`src/motion_map.svh`:
```
// Register map, field positions and codes of the motion-control register
//
// Function
// - Motor enable cleared turns all bridge switches off; set follows operating mode.
// - Third-pin function 10b makes hold select read-only, mirroring multi-function pin.
// - With stall flag and auto-hold both set, hold clear requests are ignored.
// - Resolution codes: 001 eighth, 010 mini, 011 half, 100 full, others sixteenth.
// - Alternative resolution active when pin stepping, function 01b and pin high.
// - Primary resolution active with pin stepping unless function 01b and pin high.
// - Step pin rising edge increments counter when direction 0, decrements when 1.
// - Six-bit counter encodes electrical angle, 000000 zero, 100000 180 degrees.
// - Counter value selects current profiles for both motor phases.
// - With pin stepping routed, counter field is read-only to writes.
// - Without pin stepping, written counter value applies at next PWM period start.
// - Without pin stepping, step pin is ignored; counter changes only by writes.
`ifndef MOTION_MAP_SVH
`define MOTION_MAP_SVH

// ****************************************
// Address and reset
// ****************************************
`define MOTOR_CONTROL_ONE_OFFSET 8'h05
`define MOTOR_CONTROL_ONE_RESET 16'h0000

// ****************************************
// Field positions
// ****************************************
`define ME_BIT 15
`define HOLD_BIT 14
`define ALT_RES_HI 13
`define ALT_RES_LO 11
`define PRIM_RES_HI 10
`define PRIM_RES_LO 8
`define DIR_BIT 7
`define POS_HI 6
`define POS_LO 1

// ****************************************
// Codes and counts
// ****************************************
`define THIRD_FN_SMODE 2'h1
`define THIRD_FN_HOLD 2'h2
`define RES_EIGHTH 3'h1
`define RES_MINI 3'h2
`define RES_HALF 3'h3
`define RES_FULL 3'h4
`define RES_ZERO 3'h0
`define POS_ZERO 6'h00
`define POS_ONE 6'h01
`define POS_MAX 6'h3f
`define POS_QUARTER_TURN 6'h10

`endif

```
`src/motion_pkg.sv`:
```
// Types shared by the motion-control logic
package motion_pkg;
	typedef enum logic [4:0] {
		STEP_SIXTEENTH = 5'h01,
		STEP_EIGHTH = 5'h02,
		STEP_MINI = 5'h04,
		STEP_HALF = 5'h08,
		STEP_FULL = 5'h10
	} step_mode_t;
endpackage

```
`src/motion_if.sv`:
```
// Carrier between the register logic and the resolution/profile decoder
`timescale 1ns/10ps
interface motion_if;
	import motion_pkg::*;
	logic [2:0] primary_res;
	logic [2:0] alt_res;
	logic use_alt;
	logic [5:0] position;
	step_mode_t step_mode;
	logic [5:0] profile_a;
	logic [5:0] profile_b;
	modport ctrl (
		output primary_res, alt_res, use_alt, position,
		input step_mode, profile_a, profile_b
	);
	modport decode (
		input primary_res, alt_res, use_alt, position,
		output step_mode, profile_a, profile_b
	);
endinterface

```
`src/step_profile_decode.sv`:
```
// Step resolution decode and phase profile selection
`timescale 1ns/10ps
`include "motion_map.svh"
module step_profile_decode (
	// Clock and reset, for checks only
	input wire logic i_clk,
	input wire logic i_sys_rst,
	// Decoder side of the carrier
	motion_if.decode bus
);
	import motion_pkg::*;

	// ****************************************
	// Resolution decode
	// ****************************************
	wire logic [2:0] active_res;
	assign active_res = bus.use_alt ? bus.alt_res : bus.primary_res;

	always_comb begin
		case (active_res)
			`RES_EIGHTH: bus.step_mode = STEP_EIGHTH;
			`RES_MINI: bus.step_mode = STEP_MINI;
			`RES_HALF: bus.step_mode = STEP_HALF;
			`RES_FULL: bus.step_mode = STEP_FULL;
			default: bus.step_mode = STEP_SIXTEENTH;
		endcase
	end

	// ****************************************
	// Profile selection
	// ****************************************
	// Phase B leads phase A by a quarter of the electrical period
	assign bus.profile_a = bus.position;
	assign bus.profile_b = bus.position + `POS_QUARTER_TURN;
endmodule

```
`src/stepper_motion_control_register.sv`:
```
// Motion-control register of the stepper driver with pin routing
`timescale 1ns/10ps
`include "motion_map.svh"
module stepper_motion_control_register (
	// Clock and reset
	input wire logic i_clk,
	input wire logic i_sys_rst,
	// Register access
	input wire logic i_reg_wr,
	input wire logic [7:0] i_reg_addr,
	input wire logic [15:0] i_reg_wdata,
	output logic [15:0] o_reg_rdata,
	// Routing settings from global configuration
	input wire logic i_pin_stepping_routing,
	input wire logic i_rotation_pin_routing,
	input wire logic [1:0] i_third_pin_function,
	// Control pins
	input wire logic i_step_clock_pin,
	input wire logic i_rotation_pin,
	input wire logic i_multi_function_pin,
	// Status and timing
	input wire logic i_stall_flag,
	input wire logic i_auto_hold_on_stall,
	input wire logic i_pwm_period_start,
	// Motor side
	output logic o_bridge_enable,
	output logic o_hold_mode,
	output logic o_direction,
	output motion_pkg::step_mode_t o_step_mode,
	output logic [5:0] o_angular_position,
	output logic [5:0] o_profile_a,
	output logic [5:0] o_profile_b
);
	import motion_pkg::*;

	motion_if mif ();

	logic motor_enable_reg;
	logic hold_select_reg;
	logic [2:0] alt_res_reg;
	logic [2:0] prim_res_reg;
	logic dir_reg;
	logic [5:0] pos_reg;
	logic [5:0] pend_pos_reg;
	logic pend_valid_reg;
	logic step_pin_prev_reg;
	logic [15:0] rdata_reg;
	logic hold_out_reg;
	logic dir_out_reg;
	step_mode_t step_mode_reg;
	logic [5:0] profile_a_reg;
	logic [5:0] profile_b_reg;

	// ****************************************
	// Write decode
	// ****************************************
	wire logic addr_hit;
	wire logic wr_me;
	wire logic wr_hold;
	wire logic wr_dir;
	wire logic [2:0] wr_alt;
	wire logic [2:0] wr_prim;
	wire logic [5:0] wr_pos;
	assign addr_hit = i_reg_wr && (i_reg_addr == `MOTOR_CONTROL_ONE_OFFSET);
	assign wr_me = i_reg_wdata[`ME_BIT];
	assign wr_hold = i_reg_wdata[`HOLD_BIT];
	assign wr_dir = i_reg_wdata[`DIR_BIT];
	assign wr_alt = i_reg_wdata[`ALT_RES_HI:`ALT_RES_LO];
	assign wr_prim = i_reg_wdata[`PRIM_RES_HI:`PRIM_RES_LO];
	assign wr_pos = i_reg_wdata[`POS_HI:`POS_LO];

	// ****************************************
	// Hold select
	// ****************************************
	wire logic hold_pin_mode;
	wire logic hold_clear_blocked;
	wire logic hold_select_next;
	wire logic hold_effective;
	assign hold_pin_mode = (i_third_pin_function == `THIRD_FN_HOLD);
	assign hold_clear_blocked = i_stall_flag && i_auto_hold_on_stall;
	// Outside hold pin mode setting hold is always allowed; only a clear is blocked, by the stall flag with auto-hold set
	assign hold_select_next = (addr_hit && !hold_pin_mode && (wr_hold || !hold_clear_blocked))
		? wr_hold : hold_select_reg;
	assign hold_effective = hold_pin_mode ? i_multi_function_pin : hold_select_reg;

	// ****************************************
	// Direction
	// ****************************************
	wire logic dir_next;
	wire logic dir_effective;
	assign dir_next = (addr_hit && !i_rotation_pin_routing) ? wr_dir : dir_reg;
	assign dir_effective = i_rotation_pin_routing ? i_rotation_pin : dir_reg;

	// ****************************************
	// Angular position counter
	// ****************************************
	wire logic step_rise;
	wire logic [5:0] pos_step;
	wire logic pend_take;
	wire logic pend_apply;
	wire logic [5:0] pos_next;
	wire logic pend_valid_next;
	wire logic [5:0] pend_pos_next;
	assign step_rise = i_pin_stepping_routing && i_step_clock_pin && !step_pin_prev_reg;
	// Six-bit arithmetic wraps on its own, keeping rotation continuous
	assign pos_step = dir_effective ? pos_reg - `POS_ONE : pos_reg + `POS_ONE;
	assign pend_take = addr_hit && !i_pin_stepping_routing;
	assign pend_apply = i_pwm_period_start && pend_valid_reg && !i_pin_stepping_routing;
	assign pos_next = step_rise ? pos_step : (pend_apply ? pend_pos_reg : pos_reg);
	// A new write in the applying cycle stays pending for the following period
	assign pend_valid_next = pend_take ? 1'b1
		: ((pend_apply || i_pin_stepping_routing) ? 1'b0 : pend_valid_reg);
	assign pend_pos_next = pend_take ? wr_pos : pend_pos_reg;

	// ****************************************
	// Carrier and read data
	// ****************************************
	wire logic [15:0] rdata_next;
	assign mif.primary_res = prim_res_reg;
	assign mif.alt_res = alt_res_reg;
	assign mif.use_alt = i_pin_stepping_routing && (i_third_pin_function == `THIRD_FN_SMODE)
		&& i_multi_function_pin;
	assign mif.position = pos_reg;
	// Parity slot is framing, not stored here, so it reads zero
	assign rdata_next = {motor_enable_reg, hold_effective, alt_res_reg, prim_res_reg,
		dir_effective, pos_reg, 1'b0};

	step_profile_decode u_decode (
		.i_clk(i_clk),
		.i_sys_rst(i_sys_rst),
		.bus(mif.decode)
	);

	// ****************************************
	// Registers
	// ****************************************
	always_ff @(posedge i_clk) begin
		if (i_sys_rst) begin
			motor_enable_reg <= 1'b0;
			hold_select_reg <= 1'b0;
			alt_res_reg <= `RES_ZERO;
			prim_res_reg <= `RES_ZERO;
			dir_reg <= 1'b0;
			pos_reg <= `POS_ZERO;
			pend_pos_reg <= `POS_ZERO;
			pend_valid_reg <= 1'b0;
		end else begin
			if (addr_hit) begin
				motor_enable_reg <= wr_me;
				alt_res_reg <= wr_alt;
				prim_res_reg <= wr_prim;
			end
			hold_select_reg <= hold_select_next;
			dir_reg <= dir_next;
			pos_reg <= pos_next;
			pend_pos_reg <= pend_pos_next;
			pend_valid_reg <= pend_valid_next;
		end
	end

	always_ff @(posedge i_clk) begin
		if (i_sys_rst) begin
			step_pin_prev_reg <= 1'b0;
			rdata_reg <= `MOTOR_CONTROL_ONE_RESET;
			hold_out_reg <= 1'b0;
			dir_out_reg <= 1'b0;
			step_mode_reg <= STEP_SIXTEENTH;
			profile_a_reg <= `POS_ZERO;
			profile_b_reg <= `POS_QUARTER_TURN;
		end else begin
			step_pin_prev_reg <= i_step_clock_pin;
			rdata_reg <= rdata_next;
			hold_out_reg <= hold_effective;
			dir_out_reg <= dir_effective;
			step_mode_reg <= mif.step_mode;
			profile_a_reg <= mif.profile_a;
			profile_b_reg <= mif.profile_b;
		end
	end

	// ****************************************
	// Outputs
	// ****************************************
	// Bridge switches all off while disabled, outputs float
	assign o_bridge_enable = motor_enable_reg;
	assign o_hold_mode = hold_out_reg;
	assign o_direction = dir_out_reg;
	assign o_step_mode = step_mode_reg;
	assign o_angular_position = pos_reg;
	assign o_profile_a = profile_a_reg;
	assign o_profile_b = profile_b_reg;
	assign o_reg_rdata = rdata_reg;
endmodule

```
`config.mk`:
```
export PLATFORM = sky130hd
export DESIGN_NAME = stepper_motion_control_register
export DESIGN_NICKNAME = d
export VERILOG_FILES = /design/src/motion_pkg.sv /design/src/motion_if.sv /design/src/step_profile_decode.sv /design/src/stepper_motion_control_register.sv
export VERILOG_INCLUDE_DIRS = /design/src
export SDC_FILE = /design/constraint.sdc
export NUM_CORES = 1
export LEC_CHECK = 0
export ABC_AREA = 1
export ABC_CLOCK_PERIOD_IN_PS = 2700
export BUFFER_PORTS_ARGS = -buffer_cell sky130_fd_sc_hd__buf_2
export CAP_MARGIN = 10
export CORE_MARGIN = 2
export CORE_UTILIZATION = 40
export CTS_CLUSTER_SIZE = 30
export DETAILED_ROUTE_END_ITERATION = 7
export MAX_ROUTING_LAYER = met4
export PLACE_DENSITY_LB_ADDON = 0.15
export SETUP_SLACK_MARGIN = 0.2
export SLEW_MARGIN = 5
export SYNTH_ARGS = -nofsm -noshare
export SYNTH_HDL_FRONTEND = slang
export SYNTH_HIERARCHICAL = 1
export SYNTH_SLANG_ARGS = --single-unit
```
`constraint.sdc`:
```
create_clock -name i_clk -period 2.7 [get_ports i_clk]
set_input_delay 0.27 -clock i_clk [delete_from_list [all_inputs] [get_ports i_clk]]
set_output_delay 0.27 -clock i_clk [all_outputs]
set_load 0.03 [all_outputs]
```
==> impl_metrics.tcl <==
set metrics [dict create \
    grt_pass1_vias 1823 \
    synth_fp_nets 366 \
    crit_start "dir_reg" \
    postCtsHoldBufs 0 \
    hold_viol 0 \
    synth-compound-area-share 0.0779 \
    via_count 2010 \
    ioPinCount 79 \
    largest_reg_flops 15 \
    post_cts_resized 0 \
    rsz0062_at_grt "false" \
    worst-path-buf-inv 1 \
    synthArstFlopShare 0 \
    fmax_mhz 566 \
    synth_most_common_cell "nor2_1" \
    post_cts_buffers 0 \
    synthTopCellsByArea "dfxtp_1 (46%), nor2_1 (10%), nand2_1 (8.8%)" \
    r2r_start "dir_reg" \
    die_area_mm2 0.00658 \
    end_kind "register" \
    cts-root-buf "clkbuf_8" \
    hold_path.class "input pin to register" \
    holdWs_ns 0.190 \
    fp.dieW_um 81.1 \
    diodes 0 \
    drive_above_1_share 0.264 \
    drt_iter0_markers 80 \
    postLayoutSetupSlackWorst_ns 0.934 \
    synth_cell_types 31 \
    cpMaxStageDelayCell "fa_1" \
    period_needed_ns 1.77 \
    drt_wl_total_um 4680 \
    core-area_mm2 0.00582 \
    rows 28 \
    dp_worst_setup_slack_ns 0.673 \
    routedWlPerCell_um 10.1 \
    start_util 0.409 \
    synth_xor_xnor_area_share 0.00737 \
    synth_mux_area_frac 0 \
    tightest_slew_ns 0.691 \
    syn_area_mm2 0.00238 \
    clkSlewWorstSetupHoldPaths_ns 0.09 \
    gp_congestion 0.787 \
    ys_seq_elements 55 \
    yosys.area.top_type "dfxtp_1" \
    grt_max_degree 35 \
    synthDominantCellAreaShare 0.463 \
    hpwlAfterDp_um 3440 \
    synth_fa_ha_area_frac 0.0295 \
    cp_cell_sequence "nand2_1, nand2_1, inv_1, fa_1, nand3b_1, a21o_1, nand3_1, nand2_1, nand2_1" \
    clock-skew-final_ns 0.00361 \
    drc_errors 0 \
    synth_ff_type "dfxtp_1" \
    syn_area_per_cell_um2 7.34 \
    critPathLaunchType "register" \
    powerDensity_mw_per_mm2 511 \
    dieHeight_um 81.1 \
    path_class "register to register" \
    vias_per_cell 4.32 \
    ys_seq_area_frac 0.463 \
    crit_required_ns 2.96 \
    critPathMaxFanout 7 \
    nets 431 \
    synth_edf_count 0 \
    peakVddDrop_v 0.000224 \
    yosys-top-cells-count "nor2_1 (65), nand2_1 (56), dfxtp_1 (55)" \
    path_common_cell "nand2_1" \
    insertion_delay_ns 0.30 \
    synth_top_family_by_area "simple AND/OR/NAND/NOR gates" \
    antenna_found_initial 0 \
    setup_viol 0 \
    fin_tns_setup_ns 0 \
    htreeDepth 2 \
    p_leak_nw 1.41 \
    netlist_instances 324 \
    cts_buffer_depth 2 \
    relSlewSlack 0.536 \
    path_delay_family "simple AND/OR/NAND/NOR gates" \
    drv_slew 0 \
    outcome "complete, no violations" \
    groute.usage.overall 0.159 \
    port_buffers 76 \
    cts_buffers 5 \
    slowest_delay_ns 0.40 \
    cts_num_sinks 55 \
    yosys.area_share.simple 0.281 \
    finalPower_mw 1.45 \
    min_period_over_period 0.654 \
    area_growth_pct 19.0 \
    cts_tree "done" \
    overflow 0 \
    grt_pass1_wl_um 7920 \
    ant_nets 0 \
    ys_warn_count 6 \
    min_from "i_step_clock_pin" \
    drtPass1Iterations 4 \
    maxCapViolCount 0 \
    worstPathArrival_ns 2.02 \
]
==> cells by family (layout without fill, tap and decap cells) <==
family                     Yosys count  in the layout
adders and majority gates            5              5
buffers and inverters               73            139
DFF                                 55             55
xor gates and xnor gates             2              2
and+or+nand+nor                    154            154
AOI/OAI and AO/OA                   34             34
other                                1              1
==> cell usage in the layout, fill, tap and decap left out <==
cell / Yosys / layout
a21o_1: 1 / 1
a21oi_1: 13 / 13
a31oi_1: 1 / 1
and2_1: 1 / 1
buf_2: 2 / 76
buf_4: 13 / 1
clkbuf_1: 3 / 1
clkbuf_8: 0 / 7
conb_1: 1 / 1
dfxtp_1: 55 / 55
fa_1: 1 / 1
ha_1: 4 / 4
inv_1: 52 / 52
inv_2: 2 / 2
nand2_1: 56 / 56
nand2_2: 6 / 6
nand2_4: 1 / 1
nand3_1: 12 / 12
nand3_4: 1 / 1
nand3b_1: 2 / 2
nand4_1: 2 / 2
nor2_1: 65 / 65
nor2_2: 2 / 2
nor2_4: 1 / 1
nor3_1: 2 / 2
o21ai_0: 15 / 15
o21ai_1: 1 / 1
o21ai_2: 3 / 3
or2_2: 3 / 3
xnor2_1: 1 / 1
xor2_1: 1 / 1
==> through the flow <==
step,utilization,cells,instance area (µm²)
floorplan,-,324,2380
global placement,0.469,457,2730
detailed placement,0.469,457,2730
CTS,0.486,465,2830
global route,0.486,465,2830
finish,0.486,465,2830
==> report_power, final <==
group | leakage (nW) | switching (mW) | internal [mW]
clock network | 0.0515 | 0.253 | 0.235
logic | 0.916 | 0.0859 | 0.0473
registers | 0.444 | 0.00560 | 0.820
==> worst register-to-register path, delay by kind of cell (launching register included) <==
| kind | cells | cell delay, ns |
|---|---|---|
| AOI/OAI and AO/OA | 1 | 0.19 |
| adders and majority gates | 1 | 0.40 |
| and+or+nand+nor | 6 | 0.69 |
| DFF | 1 | 0.33 |
| buffers and inverters | 1 | 0.11 |
==> routing by layer <==
metal,up-vias,wire [µm],track usage
met3,5,272,0.0367
met2,56,2130,0.254
met1,855,2220,0.201
met5,-,0,-
li1,1094,-,-
met4,0,59,0.0458
==> area by class of cell <==
class | count | area [µm²]
Fill cell | 638 | 2990
Inverter | 54 | 203
Sequential cell | 55 | 1100
Timing Repair Buffer | 77 | 388
Tap cell | 75 | 93.8
Clock buffer | 8 | 100
Multi-Input combinational cell | 196 | 943
==> path summary, 6_finish.rpt <==
check,endpoint,slack [ns],depth (start not counted)
max reg2reg,o_angular_position[4],0.93,9
min reg2reg,o_reg_rdata[15],0.45,2
max,o_angular_position[4],0.93,9
min,step_pin_prev_reg,0.19,3
(Power assumes the default switching activity.)
